**src/acfg_defines.vh**
```
/*
 register offsets, field positions, reset values and codes of the
 accelerometer configuration bank.
 assumes inclusion by bare name from the design files.
*/
`ifndef ACFG_DEFINES_VH
`define ACFG_DEFINES_VH

`define ACFG_ADDR_OFS_X_LOW   8'h10
`define ACFG_ADDR_OFS_X_HIGH  8'h11
`define ACFG_ADDR_OFS_Y_LOW   8'h12
`define ACFG_ADDR_OFS_Y_HIGH  8'h13
`define ACFG_ADDR_OFS_Z_LOW   8'h14
`define ACFG_ADDR_OFS_Z_HIGH  8'h15
`define ACFG_ADDR_MODE        8'h16
`define ACFG_ADDR_CLEAR       8'h17
`define ACFG_ADDR_DETECT      8'h18
`define ACFG_ADDR_SOURCE      8'h0A
`define ACFG_ADDR_WINDOW      8'h1E

`define ACFG_RESET_BYTE       8'h00
`define ACFG_HIGH_MASK        8'h07
`define ACFG_MODE_MASK        8'h7F
`define ACFG_CLEAR_MASK       8'h03

`define ACFG_MODE_LSB         0
`define ACFG_RANGE_LSB        2
`define ACFG_SELF_TEST_BIT    4
`define ACFG_THREE_WIRE_BIT   5
`define ACFG_READY_DIS_BIT    6

`define ACFG_CLR_ONE_BIT      0
`define ACFG_CLR_TWO_BIT      1

`define ACFG_PIN_SWAP_BIT     0
`define ACFG_ROUTE_LSB        1
`define ACFG_X_DIS_BIT        3
`define ACFG_Y_DIS_BIT        4
`define ACFG_Z_DIS_BIT        5
`define ACFG_THR_FMT_BIT      6
`define ACFG_FILTER_BIT       7

`define ACFG_MODE_STANDBY     2'b00
`define ACFG_MODE_MEASURE     2'b01
`define ACFG_MODE_LEVEL       2'b10
`define ACFG_MODE_PULSE       2'b11

`define ACFG_RANGE_8G         2'b00
`define ACFG_RANGE_2G         2'b01
`define ACFG_RANGE_4G         2'b10

`define ACFG_ROUTE_LEVEL_ONE  2'b00
`define ACFG_ROUTE_PULSE_ONE  2'b01
`define ACFG_ROUTE_DOUBLE     2'b10

`endif

```
**src/acfg_trim_reg.v**
```verilog
/*
 one axis of 11-bit two's-complement offset trim, split in a low byte
 and a high register whose three low bits carry bits 10..8.
 assumes a decoded write strobe from the register port.
*/
`timescale 1ns/10ps
`default_nettype none
`include "acfg_defines.vh"

module acfg_trim_reg (
	input  wire        clk_i,
	input  wire        rst_n_i,
	input  wire        wr_low_i,
	input  wire        wr_high_i,
	input  wire [7:0]  wdata_i,
	output wire [7:0]  low_rd_o,
	output wire [7:0]  high_rd_o,
	output wire [10:0] trim_o
);
	reg [7:0] low_byte;
	reg [2:0] high_bits;

	// bit 0 weighs half a count, doubling to 64 counts at bit 7
	always @(posedge clk_i or negedge rst_n_i) begin
		if (!rst_n_i) begin
			low_byte  <= `ACFG_RESET_BYTE;
			high_bits <= 3'h0;
		end else begin
			if (wr_low_i) begin
				low_byte <= wdata_i;
			end
			if (wr_high_i) begin
				high_bits <= wdata_i[2:0];
			end
		end
	end

	assign low_rd_o  = low_byte;
	assign high_rd_o = {5'h00, high_bits} & `ACFG_HIGH_MASK;
	// bit 10 is the sign, 9 and 8 weigh 256 and 128 counts
	assign trim_o    = {high_bits, low_byte};
endmodule // acfg_trim_reg

`default_nettype wire

```
**src/acfg_event_flags.v**
```verilog
/*
 latched detection flags of one interrupt group: three axis hits and
 the group's own interrupt flag.
 assumes one-cycle hit pulses from the detector and one-cycle clears.
*/
`timescale 1ns/10ps
`default_nettype none

module acfg_event_flags (
	input  wire       clk_i,
	input  wire       rst_n_i,
	input  wire [2:0] hit_i,
	input  wire [2:0] axis_en_i,
	input  wire       clear_i,
	output reg  [2:0] axis_flag_o,
	output reg        any_flag_o
);
	wire [2:0] hit_gated;

	assign hit_gated = hit_i & axis_en_i;

	// set wins over a clear arriving in the same cycle
	always @(posedge clk_i or negedge rst_n_i) begin
		if (!rst_n_i) begin
			axis_flag_o <= 3'h0;
			any_flag_o  <= 1'b0;
		end else begin
			axis_flag_o <= (clear_i ? 3'h0 : axis_flag_o) | hit_gated;
			any_flag_o  <= (clear_i ? 1'b0 : any_flag_o) | (|hit_gated);
		end
	end
endmodule // acfg_event_flags

`default_nettype wire

```
**src/acfg_bank.v**
```verilog
/*
 configuration register bank of a three-axis accelerometer: offset
 trims, mode control, latch clear, detection control and the latched
 detection source with routing onto the two interrupt pins.
 assumes a synchronous byte register port from the serial front end and
 one-cycle hit pulses from the detection engines.
*/
`timescale 1ns/10ps
`default_nettype none
`include "acfg_defines.vh"

module acfg_bank (
	input  wire        CLK_SYS_I,
	input  wire        RST_N_I,
	input  wire        REG_WR_I,
	input  wire        REG_RD_I,
	input  wire [7:0]  REG_ADDR_I,
	input  wire [7:0]  REG_WDATA_I,
	input  wire [7:0]  SECOND_WINDOW_I,
	input  wire        SAMPLE_READY_I,
	input  wire [2:0]  LEVEL_HIT_I,
	input  wire [2:0]  PULSE_HIT_I,
	input  wire [2:0]  DOUBLE_HIT_I,
	output reg  [7:0]  REG_RDATA_O,
	output reg  [10:0] X_OFFSET_TRIM_O,
	output reg  [10:0] Y_OFFSET_TRIM_O,
	output reg  [10:0] Z_OFFSET_TRIM_O,
	output reg  [1:0]  OP_MODE_O,
	output reg  [1:0]  RANGE_SELECT_O,
	output reg         SELF_TEST_ON_O,
	output reg         THREE_WIRE_SELECT_O,
	output reg         THRESHOLD_FORMAT_SELECT_O,
	output reg         FILTER_BANDWIDTH_SELECT_O,
	output reg  [2:0]  AXIS_ENABLE_O,
	output reg         DETECT_RESTART_O,
	output reg         EVENT_ONE_PIN_O,
	output reg         EVENT_TWO_PIN_O
);
	reg  [7:0]  mode_reg;
	reg  [7:0]  detect_reg;
	reg  [7:0]  next_rdata;
	reg         clr_one;
	reg         clr_two;
	reg  [2:0]  one_hit;
	reg  [2:0]  two_hit;
	reg  [2:0]  level_set;
	reg  [2:0]  pulse_set;
	reg         level_clr;
	reg         pulse_clr;
	reg         event_one;
	reg         event_two;
	wire [7:0]  x_low_rd;
	wire [7:0]  x_high_rd;
	wire [7:0]  y_low_rd;
	wire [7:0]  y_high_rd;
	wire [7:0]  z_low_rd;
	wire [7:0]  z_high_rd;
	wire [10:0] x_trim;
	wire [10:0] y_trim;
	wire [10:0] z_trim;
	wire [2:0]  level_flag;
	wire [2:0]  pulse_flag;
	wire        level_any;
	wire        pulse_any;
	wire [1:0]  route;
	wire [2:0]  axis_en;
	wire        wr_clear;
	wire        single_window;
	wire [2:0]  two_source;

	assign route    = detect_reg[`ACFG_ROUTE_LSB +: 2];
	assign axis_en  = ~{detect_reg[`ACFG_Z_DIS_BIT],
		detect_reg[`ACFG_Y_DIS_BIT], detect_reg[`ACFG_X_DIS_BIT]};
	assign wr_clear = REG_WR_I && (REG_ADDR_I == `ACFG_ADDR_CLEAR);
	// a zero second-pulse window degrades the second flag to single pulses
	assign single_window = (SECOND_WINDOW_I == 8'h00);
	assign two_source    = single_window ? PULSE_HIT_I : DOUBLE_HIT_I;

	acfg_trim_reg u_trim_x (
		.clk_i     (CLK_SYS_I),
		.rst_n_i   (RST_N_I),
		.wr_low_i  (REG_WR_I && (REG_ADDR_I == `ACFG_ADDR_OFS_X_LOW)),
		.wr_high_i (REG_WR_I && (REG_ADDR_I == `ACFG_ADDR_OFS_X_HIGH)),
		.wdata_i   (REG_WDATA_I),
		.low_rd_o  (x_low_rd),
		.high_rd_o (x_high_rd),
		.trim_o    (x_trim)
	);

	acfg_trim_reg u_trim_y (
		.clk_i     (CLK_SYS_I),
		.rst_n_i   (RST_N_I),
		.wr_low_i  (REG_WR_I && (REG_ADDR_I == `ACFG_ADDR_OFS_Y_LOW)),
		.wr_high_i (REG_WR_I && (REG_ADDR_I == `ACFG_ADDR_OFS_Y_HIGH)),
		.wdata_i   (REG_WDATA_I),
		.low_rd_o  (y_low_rd),
		.high_rd_o (y_high_rd),
		.trim_o    (y_trim)
	);

	acfg_trim_reg u_trim_z (
		.clk_i     (CLK_SYS_I),
		.rst_n_i   (RST_N_I),
		.wr_low_i  (REG_WR_I && (REG_ADDR_I == `ACFG_ADDR_OFS_Z_LOW)),
		.wr_high_i (REG_WR_I && (REG_ADDR_I == `ACFG_ADDR_OFS_Z_HIGH)),
		.wdata_i   (REG_WDATA_I),
		.low_rd_o  (z_low_rd),
		.high_rd_o (z_high_rd),
		.trim_o    (z_trim)
	);

	// control registers
	always @(posedge CLK_SYS_I or negedge RST_N_I) begin
		if (!RST_N_I) begin
			mode_reg   <= `ACFG_RESET_BYTE;
			detect_reg <= `ACFG_RESET_BYTE;
		end else begin
			if (REG_WR_I && (REG_ADDR_I == `ACFG_ADDR_MODE)) begin
				mode_reg <= REG_WDATA_I & `ACFG_MODE_MASK;
			end
			if (REG_WR_I && (REG_ADDR_I == `ACFG_ADDR_DETECT)) begin
				detect_reg <= REG_WDATA_I;
			end
		end
	end

	// clear strobes steered by the routing field
	always @* begin
		clr_one = wr_clear && REG_WDATA_I[`ACFG_CLR_ONE_BIT];
		clr_two = wr_clear && REG_WDATA_I[`ACFG_CLR_TWO_BIT];
		level_clr = 1'b0;
		pulse_clr = 1'b0;
		one_hit   = 3'h0;
		two_hit   = 3'h0;
		level_set = LEVEL_HIT_I;
		pulse_set = PULSE_HIT_I;
		case (route)
		`ACFG_ROUTE_LEVEL_ONE: begin
			level_clr = clr_one;
			pulse_clr = clr_two;
		end
		`ACFG_ROUTE_PULSE_ONE: begin
			pulse_clr = clr_one;
			level_clr = clr_two;
		end
		`ACFG_ROUTE_DOUBLE: begin
			// first clear is ignored here; the second clears both
			level_set = 3'h0;
			pulse_set = PULSE_HIT_I | two_source;
			pulse_clr = clr_two;
			level_clr = clr_two;
		end
		default: begin
			// undefined routing latches nothing; clears still act as routing 00
			level_set = 3'h0;
			pulse_set = 3'h0;
			level_clr = clr_one;
			pulse_clr = clr_two;
		end
		endcase
		one_hit = PULSE_HIT_I & axis_en;
		two_hit = two_source & axis_en;
	end

	acfg_event_flags u_level (
		.clk_i       (CLK_SYS_I),
		.rst_n_i     (RST_N_I),
		.hit_i       (level_set),
		.axis_en_i   (axis_en),
		.clear_i     (level_clr),
		.axis_flag_o (level_flag),
		.any_flag_o  (level_any)
	);

	acfg_event_flags u_pulse (
		.clk_i       (CLK_SYS_I),
		.rst_n_i     (RST_N_I),
		.hit_i       (pulse_set),
		.axis_en_i   (axis_en),
		.clear_i     (pulse_clr),
		.axis_flag_o (pulse_flag),
		.any_flag_o  (pulse_any)
	);

	// interrupt flags per routing; set wins over clear
	always @(posedge CLK_SYS_I or negedge RST_N_I) begin
		if (!RST_N_I) begin
			event_one <= 1'b0;
			event_two <= 1'b0;
		end else begin
			case (route)
			`ACFG_ROUTE_LEVEL_ONE: begin
				event_one <= (clr_one ? 1'b0 : event_one) | (|(LEVEL_HIT_I & axis_en));
				event_two <= (clr_two ? 1'b0 : event_two) | (|(PULSE_HIT_I & axis_en));
			end
			`ACFG_ROUTE_PULSE_ONE: begin
				event_one <= (clr_one ? 1'b0 : event_one) | (|(PULSE_HIT_I & axis_en));
				event_two <= (clr_two ? 1'b0 : event_two) | (|(LEVEL_HIT_I & axis_en));
			end
			`ACFG_ROUTE_DOUBLE: begin
				event_one <= (clr_two ? 1'b0 : event_one) | (|one_hit);
				event_two <= (clr_two ? 1'b0 : event_two) | (|two_hit);
			end
			default: begin
				event_one <= clr_one ? 1'b0 : event_one;
				event_two <= clr_two ? 1'b0 : event_two;
			end
			endcase
		end
	end

	// read mux; unmapped offsets answer zero
	always @* begin
		case (REG_ADDR_I)
		`ACFG_ADDR_OFS_X_LOW:  next_rdata = x_low_rd;
		`ACFG_ADDR_OFS_X_HIGH: next_rdata = x_high_rd;
		`ACFG_ADDR_OFS_Y_LOW:  next_rdata = y_low_rd;
		`ACFG_ADDR_OFS_Y_HIGH: next_rdata = y_high_rd;
		`ACFG_ADDR_OFS_Z_LOW:  next_rdata = z_low_rd;
		`ACFG_ADDR_OFS_Z_HIGH: next_rdata = z_high_rd;
		`ACFG_ADDR_MODE:       next_rdata = mode_reg;
		`ACFG_ADDR_CLEAR:      next_rdata = `ACFG_RESET_BYTE;
		`ACFG_ADDR_DETECT:     next_rdata = detect_reg;
		`ACFG_ADDR_SOURCE: begin
			next_rdata = {level_flag[0], level_flag[1], level_flag[2],
				pulse_flag[0], pulse_flag[1], pulse_flag[2],
				event_two, event_one};
		end
		default:               next_rdata = `ACFG_RESET_BYTE;
		endcase
	end

	// registered outputs, one cycle behind the register state
	always @(posedge CLK_SYS_I or negedge RST_N_I) begin
		if (!RST_N_I) begin
			REG_RDATA_O               <= `ACFG_RESET_BYTE;
			X_OFFSET_TRIM_O           <= 11'h000;
			Y_OFFSET_TRIM_O           <= 11'h000;
			Z_OFFSET_TRIM_O           <= 11'h000;
			OP_MODE_O                 <= `ACFG_MODE_STANDBY;
			RANGE_SELECT_O            <= `ACFG_RANGE_8G;
			SELF_TEST_ON_O            <= 1'b0;
			THREE_WIRE_SELECT_O       <= 1'b0;
			THRESHOLD_FORMAT_SELECT_O <= 1'b0;
			FILTER_BANDWIDTH_SELECT_O <= 1'b0;
			AXIS_ENABLE_O             <= 3'h7;
			DETECT_RESTART_O          <= 1'b0;
			EVENT_ONE_PIN_O           <= 1'b0;
			EVENT_TWO_PIN_O           <= 1'b0;
		end else begin
			if (REG_RD_I) begin
				REG_RDATA_O <= next_rdata;
			end
			X_OFFSET_TRIM_O           <= x_trim;
			Y_OFFSET_TRIM_O           <= y_trim;
			Z_OFFSET_TRIM_O           <= z_trim;
			OP_MODE_O                 <= mode_reg[`ACFG_MODE_LSB +: 2];
			RANGE_SELECT_O            <= mode_reg[`ACFG_RANGE_LSB +: 2];
			SELF_TEST_ON_O            <= mode_reg[`ACFG_SELF_TEST_BIT];
			THREE_WIRE_SELECT_O       <= mode_reg[`ACFG_THREE_WIRE_BIT];
			THRESHOLD_FORMAT_SELECT_O <= detect_reg[`ACFG_THR_FMT_BIT];
			FILTER_BANDWIDTH_SELECT_O <= detect_reg[`ACFG_FILTER_BIT];
			AXIS_ENABLE_O             <= axis_en;
			DETECT_RESTART_O          <= (route == `ACFG_ROUTE_DOUBLE) && clr_two;
			// first pin also carries sample-ready unless hidden
			if (detect_reg[`ACFG_PIN_SWAP_BIT]) begin
				EVENT_ONE_PIN_O <= event_two | (SAMPLE_READY_I
					& ~mode_reg[`ACFG_READY_DIS_BIT]);
				EVENT_TWO_PIN_O <= event_one;
			end else begin
				EVENT_ONE_PIN_O <= event_one | (SAMPLE_READY_I
					& ~mode_reg[`ACFG_READY_DIS_BIT]);
				EVENT_TWO_PIN_O <= event_two;
			end
		end
	end
endmodule // acfg_bank

`default_nettype wire

```
**config.mk**
```make
export PLATFORM = sky130hd
export DESIGN_NAME = acfg_bank
export DESIGN_NICKNAME = d
export VERILOG_FILES = /design/src/acfg_trim_reg.v /design/src/acfg_event_flags.v /design/src/acfg_bank.v
export VERILOG_INCLUDE_DIRS = /design/src /design/src/src
export SDC_FILE = /design/constraint.sdc
export NUM_CORES = 1
export LEC_CHECK = 0
export BUFFER_PORTS_ARGS = -buffer_cell sky130_fd_sc_hd__buf_4
export CAP_MARGIN = 10
export CORE_ASPECT_RATIO = 0.75
export CORE_MARGIN = 5
export CORE_UTILIZATION = 45
export DETAILED_ROUTE_END_ITERATION = 8
export PLACE_DENSITY = 0.69
export SLEW_MARGIN = 10
export SYNTH_ARGS = -nofsm -noshare
export SYNTH_HDL_FRONTEND = slang
export SYNTH_SLANG_ARGS = --single-unit
```
**constraint.sdc**
```tcl
create_clock -name CLK_SYS_I -period 1.96 [get_ports CLK_SYS_I]
set_input_delay 0.49 -clock CLK_SYS_I [delete_from_list [all_inputs] [get_ports CLK_SYS_I]]
set_output_delay 0.49 -clock CLK_SYS_I [all_outputs]
set_load 0.005 [all_outputs]
```
==> flow_summary.toml, run 1 <==
[place]
placed_area_um2 = 5530
place_congestion = 0.861
io_buffers = 92
dp_hpwl_um = 8060
place_inst = 575

[logic_synthesis]
synthFlopType = "dfrtp_1"
synth_top_area_share_pct = 58.5
synthSimpleGateAreaFrac_pct = 10.6
synth.net_count = 392
synth_cells = 350
synth-compound-area-share_pct = 11.3
yosysWarnings = 0
synth_cell_types = 55
synth-seq-cells = 111
synthArstFlopShare_pct = 100
syn_avg_cell_area_um2 = 13.2
synth_mux_area_share_pct = 14.1
synthAdderAreaFrac_pct = 1.08
synth_top_family_by_area = "multiplexers"
seq_area_frac_synth_pct = 60.2
synth_xor_area_share_pct = 0
yosysTopAreaCell = "dfrtp_1"
yosys-top-cells-area = "dfrtp_1, mux2_2, mux2i_1, dfstp_2, a22oi_1"
synth_area_um2 = 4620
synth_edf_count = 0

[drt]
wl_per_cell_um = 18.6
ant_nets = 0
first_iter_violations = 252
dr.pass1.iters = 5
drc = 0
wirelength_um = 11000
vias_per_cell = 5.44
vias = 3216

[cells_and_area]
final_common_cell = "dfrtp_1"
insertedDiodeCount = 0
layout_common_cells = "dfrtp_1, buf_4, mux2_2"
drive_gt1_share_pct = 41.1
fin_nets = 492
reg.largest.list = "X_OFFSET_TRIM_O x11, Y_OFFSET_TRIM_O x11, Z_OFFSET_TRIM_O x11"
fin_cells = 591
final_area_um2 = 5810
syn_to_final_growth_pct = 25.9

[cts]
h-tree-depth = 3
clock_sinks = 111
clk_pin_slew_ns = 0.07
cts_tree = "yes"
numCtsBuffers = 9
cts_resized = 0
cts_root_buffer = "clkbuf_16"
cts_setup_buffers = 0
cts_hold_buf = 0
clock_path_buffers = 2
clkLatencyLatePin_ns = 0.34

[power]
ir_drop_v = 0.000366
p_leak_uw = 0.00284
power_density_nw_per_um2 = 807
clock_power_share_pct = 36.5
p_total_uw = 4690
comb_power_share_pct = 10.6
netSwitchingPower_uw = 1160
p_int_uw = 3530
seqPwrFrac_pct = 52.9
switching_share_pct = 24.8

[timing]
rsz0062_at_grt = "false"
report.final.hold_viol_count = 0
fmax_mhz = 607
post-route-period-util_pct = 84.0
slew_viol_final = 0
fin_skew_ns = 0.00806
worstMarginPinSlew_ns = 0.632
max_slew_margin_pct = 57.9
fin_worst_hold_slack_ns = 0.127
setup_viol = 0
fin_crit_ns = 1.65

[grt]
grt_use_total_pct = 18.1
first_global_vias = 3363
grt_pass1_wl_um = 17900
antenna_found_initial = 0
grt_max_degree = 39
grt-ovfl-total = 0

[setup_path]
critPathArrivalTime_ns = 1.87
rr_startpoint = "detect_reg[3]"
crit_path_end_kind = "flop"
cp.required_ns = 2.18
critPathMaxFanout = 6
worstSetupPathType = "input pin to flop"
start_kind = "input pin"
critPathLaunch = "REG_ADDR_I[3]"
reg2reg_slack_ns = 0.34

[floorplan]
start_util_pct = 45.4
die_y_um = 97.7
rows = 32
design.core.area_um2 = 10200
io_pins = 93
chipWidth_um = 127
dieArea_um2 = 12400

[min_path]
hp-class = "input pin to asynchronous set/reset pin"

[job]
maxCapViolations = 0

[status]
status = "complete, no violations"
[kinds of logic (layout without fill, tap and decap cells)]
| family | count (synthesis) | after routing |
|---|---|---|
| adders and majority gates | 4 | 4 |
| and+or+nand+nor | 73 | 73 |
| AOI/OAI and AO/OA | 75 | 75 |
| buffers and inverters | 28 | 133 |
| muxes | 59 | 59 |
| DFF | 111 | 111 |
[layer usage]
metal  track usage (%)  vias up  share of wire [%]
met5                 0        -                  0
met2              27.6      111                 45
met3              5.08       13                8.2
met4              4.29        0               0.93
li1                  -     1474                  -
met1              25.9     1618                 46
[cell type report]
cell class	instances	area (um2)
tap	136	170
clock inverter	6	52.6
fill	864	4360
sequential	111	2780
clock buffer	10	229
multi-input combinational	211	1710
inverter	13	48.8
timing repair buffer	104	818
[stage by stage]
step                      TNS [ns]  setup slack (ns)  utilization, %
after CTS                        0             0.319            57.2
final                            0             0.314            57.2
after floorplan                  0             0.152               -
after detailed placement    -0.292           -0.0411            54.4
after global routing             0             0.227            57.2
after global placement           0           0.00544            54.4
[synth_stat cells, types with 2 or more instances]
| cell | number |
|---|---|
| o21ai_0 | 14 |
| nor4_1 | 5 |
| ha_1 | 4 |
| a22oi_1 | 10 |
| nand3_1 | 8 |
| a21o_1 | 3 |
| nor3_4 | 2 |
| a222oi_1 | 2 |
| nand2_1 | 15 |
| o22ai_1 | 9 |
| a31oi_1 | 8 |
| or2_1 | 2 |
| mux2_2 | 49 |
| buf_2 | 6 |
| a21oi_1 | 8 |
| and3_1 | 2 |
| mux2i_1 | 10 |
| nand2b_1 | 8 |
| dfstp_2 | 3 |
| a211oi_1 | 9 |
| clkbuf_1 | 6 |
| nor3_1 | 2 |
| o2bb2ai_1 | 3 |
| nand2_2 | 2 |
| dfrtp_1 | 108 |
| and2b_1 | 2 |
| nor2_1 | 6 |
| inv_1 | 13 |
| nor2b_1 | 5 |
[critical path, stage by stage]
cell and delay, ns:
buf_4 0.13, and2b_1 0.32, nand3_1 0.15, nor3_1 0.28, buf_4 0.18, mux2_2 0.32
[worst paths after layout]
| path | cells past startpoint | endpoint |
|---|---|---|
| worst max register to register | 5 | event_one |
| worst max-delay path | 6 | u_trim_z.high_bits[2] |
| worst min-delay path | 1 | u_trim_z.high_bits[0] |
| min in group CLK_SYS_I | 0 | Z_OFFSET_TRIM_O[9] |
| max in group asynchronous | 2 | u_pulse.axis_flag_o[0] |
| worst min register to register | 0 | Z_OFFSET_TRIM_O[9] |
[power by group through the flow]
stage | combinational, uW | sequential (uW) | clock, uW
global placement | 489 | 2520 | 0
floorplan | 220 | 2510 | 0
finish | 497 | 2480 | 1710
detailed placement | 501 | 2530 | 0
global route | 549 | 2500 | 1830
CTS | 502 | 2480 | 1750
Power figures use the tool's default switching activity.
==> run 2, diff against run 1 <==
--- a/config.mk
+++ b/config.mk
@@ -12,7 +12,7 @@
 export CORE_MARGIN = 5
 export CORE_UTILIZATION = 45
 export DETAILED_ROUTE_END_ITERATION = 8
-export PLACE_DENSITY = 0.69
+export PLACE_DENSITY = 0.72
 export SLEW_MARGIN = 10
 export SYNTH_ARGS = -nofsm -noshare
 export SYNTH_HDL_FRONTEND = slang
==> constraint.sdc (replaced) <==
create_clock -name CLK_SYS_I -period 1.45 [get_ports CLK_SYS_I]
set_input_delay 0.3625 -clock CLK_SYS_I [delete_from_list [all_inputs] [get_ports CLK_SYS_I]]
set_output_delay 0.3625 -clock CLK_SYS_I [all_outputs]
set_load 0.005 [all_outputs]
==> run 2 against run 1 <==
Sequential share of layout area is 3.5 points lower. Highest routed layer unchanged. Critical path depth is 1 higher. Clock skew is 0.0019 ns higher. The flow now finishes with violations (negative setup slack). Non-clock buffer count is 36 higher. Power is 42% higher.
==> flow_summary.toml, run 2 (same netlist as run 1, synthesis figures left out) <==
[status]
status = "finished, violations left"
violations = "negative setup slack"

[min_path]
hp-class = "input pin to flop"
worstHoldStart = "REG_WDATA_I[4]"
hold_path_depth = 3
hold_path_end = "detect_reg[4]"

[cells_and_area]
final_area_um2 = 6270
insertedDiodeCount = 0
fillCellCount = 806
fin_nets = 528
seq_area_um2 = 2780
multi_input_area_um2 = 1850
layout_common_cells = "buf_4, dfrtp_1, mux2_2"
drive_gt1_share_pct = 48.7
final_common_cell = "buf_4"
fin_cells = 627
syn_to_final_growth_pct = 35.8
reg.largest.list = "X_OFFSET_TRIM_O x11, Y_OFFSET_TRIM_O x11, Z_OFFSET_TRIM_O x11"

[grt]
grt_max_degree = 56
grt_pass1_wl_um = 17900
grt_use_total_pct = 18.2
antenna_found_initial = 0
grt-ovfl-total = 0
first_global_vias = 3468

[setup_path]
rr_worst_depth = 5
critPathArrivalTime_ns = 1.73
start_kind = "input pin"
rr_endpoint = "u_pulse.axis_flag_o[1]"
critPathMaxFanout = 8
rr_startpoint = "detect_reg[1]"
reg2reg_slack_ns = 0.04
cp.required_ns = 1.67
worstSetupPathType = "input pin to flop"
critPathLaunch = "REG_ADDR_I[5]"
crit_path_end_kind = "flop"

[timing]
worst_slack_ns = -0.0595
fin_setup_tns_ns = -0.908
max_slew_margin_pct = 76.4
fmax_mhz = 662
fin_skew_ns = 0.00998
fin_worst_hold_slack_ns = 0.289
report.final.hold_viol_count = 0
slew_viol_final = 0
worstMarginPinSlew_ns = 0.353
post-route-period-util_pct = 104
fin_crit_ns = 1.51
rsz0062_at_grt = "true"
setup_viol = 30

[place]
pre_cts_ws_ns = -0.383
placed_area_um2 = 5780
dp_hpwl_um = 8260
io_buffers = 92
place_inst = 601
place_congestion = 0.890

[floorplan]
start_util_pct = 45.4
design.core.area_um2 = 10200
die_y_um = 97.7
chipWidth_um = 127
rows = 32
io_pins = 93
dieArea_um2 = 12400

[drt]
drc = 0
ant_nets = 0
first_iter_violations = 212
wl_per_cell_um = 18.4
wirelength_um = 11500
dr.pass1.iters = 5
vias_per_cell = 5.32
vias = 3336

[cts]
cts_root_buffer = "clkbuf_16"
h-tree-depth = 3
clock_path_buffers = 2
clkLatencyLatePin_ns = 0.34
clock_sinks = 111
numCtsBuffers = 9
cts_tree = "yes"
clk_pin_slew_ns = 0.07

[power]
ir_drop_v = 0.000650
power_density_nw_per_um2 = 1060
p_leak_uw = 0.00310

[job]
maxCapViolations = 0
run 2: changes by cell type in the layout (fill, tap and decap cells not counted), sizes merged:
| cell | change |
|---|---|
| buf | +35 |
| bufinv | +1 |
| clkinv | -1 |
| clkinvlp | -1 |
| dlygate4sd3 | +1 |
| inv | +1 |
run 2: repair_timing:
item                                    CTS  global route
buffers inserted                          0             9
hold endpoints to repair                  2             0
gates resized for setup                   7            25
endpoints found under the setup margin   14            37
pin swaps                                 0             8
hold buffers                              1             0
run 2: layer usage:
metal,GRT usage [%],vias up,wire (um)
li1,-,1540,-
met1,24.8,1675,5050
met2,29.1,103,5550
met3,4.65,18,706
met4,5.28,0,227
met5,0,-,0
run 2: power breakdown:
group          total (uW)  internal, uW  switching (uW)
Sequential           3350          3250             101
Clock                2500          1370            1130
Combinational         806           417             389
run 2: area by class of cell:
| cell class | count | share of cell area, % |
|---|---|---|
| clock inverters | 6 | 1.20 |
| well taps | 136 | 2.71 |
| clock buffers | 10 | 3.65 |
| repair buffers | 140 | 17.8 |
| multi-input cells | 211 | 29.5 |
| inverters | 13 | 0.778 |
| flip-flops and latches | 111 | 44.4 |
run 2: worst max-delay path, cell delays in order:
cell     delay [ns]
buf_6          0.09
nor3_4         0.34
nand2_4        0.10
nor3_4         0.27
buf_4          0.17
nand2_4        0.09
mux2_2         0.29
run 2: how the worst max path moves through the flow:
stage                             to  depth (start not counted)
2_1_floorplan  u_trim_x.high_bits[2]                          4
3_3_place_gp   u_trim_x.high_bits[0]                          5
3_5_place_dp          REG_RDATA_O[1]                          7
4_1_cts         u_trim_x.low_rd_o[2]                          6
5_1_grt         u_trim_x.low_rd_o[3]                          7
6_report        u_trim_x.low_rd_o[2]                          7
run 2: metrics by stage:
stage | util (%) | total power [uW]
global route | 61.7 | 6910
detailed placement | 56.8 | 4160
global placement | 56.8 | 4140
finish | 61.7 | 6660
floorplan | - | 3690
CTS | 60.2 | 6670
==> run 3, diff against run 2 <==
--- a/config.mk
+++ b/config.mk
@@ -17,3 +17,4 @@
 export SYNTH_ARGS = -nofsm -noshare
 export SYNTH_HDL_FRONTEND = slang
 export SYNTH_SLANG_ARGS = --single-unit
+export TNS_END_PERCENT = 10
==> constraint.sdc (replaced) <==
create_clock -name CLK_SYS_I -period 1.45 [get_ports CLK_SYS_I]
set_input_delay 0.0725 -clock CLK_SYS_I [delete_from_list [all_inputs] [get_ports CLK_SYS_I]]
set_output_delay 0.0725 -clock CLK_SYS_I [all_outputs]
set_load 0.005 [all_outputs]
==> run 3 against run 2 <==
Count of clock-buffer cells in the layout is 1 higher. Combinational power is 6.8% lower. The flow now finishes without violations. First-iteration DRC count is 17% higher. Largest cell class unchanged. Worst setup slack better by 0.094 ns. Worst hold slack worse by 0.28 ns. Critical endpoint is now u_pulse.axis_flag_o[2]. Core utilization is 2.6 points lower. Clock power hardly changed. Flip-flop and latch count stayed put.
==> flow_summary.toml, run 3 (same netlist as run 1, synthesis figures left out) <==
[floorplan]
dieArea_um2 = 12400
rows = 32
die_y_um = 97.7
io_pins = 93
chipWidth_um = 127
design.core.area_um2 = 10200
start_util_pct = 45.4

[cts]
clock_sinks = 111
clkLatencyLatePin_ns = 0.34
numCtsBuffers = 9
clk_pin_slew_ns = 0.07
h-tree-depth = 3
clock_path_buffers = 2
cts_root_buffer = "clkbuf_16"
cts_tree = "yes"

[grt]
grt_pass1_wl_um = 18300
met3_usage_pct = 3.66
grt_util_met1_pct = 27.9
grt_use_met2_pct = 28.4
first_global_vias = 3401
grt_use_total_pct = 18.8
grt_max_degree = 42
grt-ovfl-total = 0
antenna_found_initial = 0
busiest_layer = "met2"

[cells_and_area]
reg.largest.list = "X_OFFSET_TRIM_O x11, Y_OFFSET_TRIM_O x11, Z_OFFSET_TRIM_O x11"
drive_gt1_share_pct = 44.6
syn_to_final_growth_pct = 30.0
final_common_cell = "buf_4"
insertedDiodeCount = 0
layout_common_cells = "buf_4, dfrtp_1, mux2_2"
fin_nets = 512
final_area_um2 = 6010
fin_cells = 611

[timing]
fin_skew_ns = 0.00406
fin_crit_ns = 1.42
max_slew_margin_pct = 64.7
worst_slack_ns = 0.0347
rsz0062_at_grt = "true"
fmax_mhz = 707
worstMarginPinSlew_ns = 0.528
slew_viol_final = 0
post-route-period-util_pct = 97.6
fin_worst_hold_slack_ns = 0.00813
setup_viol = 0
report.final.hold_viol_count = 0

[setup_path]
critPathArrivalTime_ns = 1.70
cp.required_ns = 1.73
rr_worst_depth = 5
worstSetupPathType = "flop to flop"
crit_path_end_kind = "flop"
reg2reg_slack_ns = 0.03
rr_startpoint = "detect_reg[1]"
critPathMaxFanout = 7
start_kind = "flop"
critPathLaunch = "detect_reg[1]"
rr_endpoint = "u_pulse.axis_flag_o[2]"

[drt]
wirelength_um = 11500
ant_nets = 0
vias_per_cell = 5.42
dr.pass1.iters = 5
wl_per_cell_um = 18.8
first_iter_violations = 249
drc = 0
vias = 3309

[place]
place_inst = 591
pre_cts_ws_ns = -0.102
placed_area_um2 = 5640
io_buffers = 92
place_congestion = 0.860
dp_hpwl_um = 8330

[min_path]
hold_path_end = "detect_reg[7]"
worstHoldStart = "REG_WDATA_I[7]"
hold_path_depth = 2
hp-class = "input pin to flop"

[power]
p_leak_uw = 0.00294
ir_drop_v = 0.000567
power_density_nw_per_um2 = 1100
p_total_uw = 6580

[job]
maxCapViolations = 0

[status]
status = "complete, no violations"
-- run 3: cell types whose count changed in the layout (fill, tap and decap cells not counted), sizes merged --
cell	change
buf	-17
inv	-2
clkbuf	+1
clkinv	+1
dlygate4sd3	+1
-- run 3: worst max-delay path, cell delays in order, from the launching register on --
cell and delay (ns):
dfrtp_1 0.38, inv_1 0.14, ha_2 0.28, a31oi_1 0.13
nor4_1 0.31, a21o_1 0.13
-- run 3: worst max path at each step --
stage / depth (start not counted) / endpoint / slack [ns]
after floorplan: 5 / event_two / 0.04
after global placement: 6 / u_trim_x.low_rd_o[2] / -0.03
after detailed placement: 6 / u_trim_x.low_rd_o[1] / -0.10
after CTS: 6 / event_one / 0.007
after global routing: 5 / u_pulse.axis_flag_o[1] / -0.04
final: 5 / u_pulse.axis_flag_o[2] / 0.03
-- run 3: area by class of cell --
cell class	instances	area, um2
Timing Repair Buffer	124	961
Inverter	13	48.8
Multi-Input combinational cell	211	1750
Clock buffer	11	243
Clock inverter	5	56.3
Tap cell	136	170
Fill cell	828	4160
Sequential cell	111	2780
-- run 3: power breakdown --
group          switching (uW)  total (uW)  internal, uW
Combinational             374         751           377
Sequential               99.5        3350          3250
Clock                    1080        2470          1390
-- run 3: stage by stage --
stage	TNS (ns)	utilization (%)
floorplan	0	-
global placement	-0.228	55.5
detailed placement	-1.28	55.5
CTS	0	58.7
global route	-0.124	59.1
finish	0	59.1
-- run 3: layer usage --
metal	wire, um	part of all wire (%)
met1	5480	48
met2	5160	45
met3	673	5.9
met4	135	1.2
met5	0	0
-- run 3: what timing repair did --
action / in CTS / in global routing
setup endpoints to repair: 2 / 10
setup buffers: 0 / 2
hold buffers: 2 / 0
hold endpoints to repair: 109 / 0
gates resized for setup: 2 / 8
pin swaps: 0 / 1
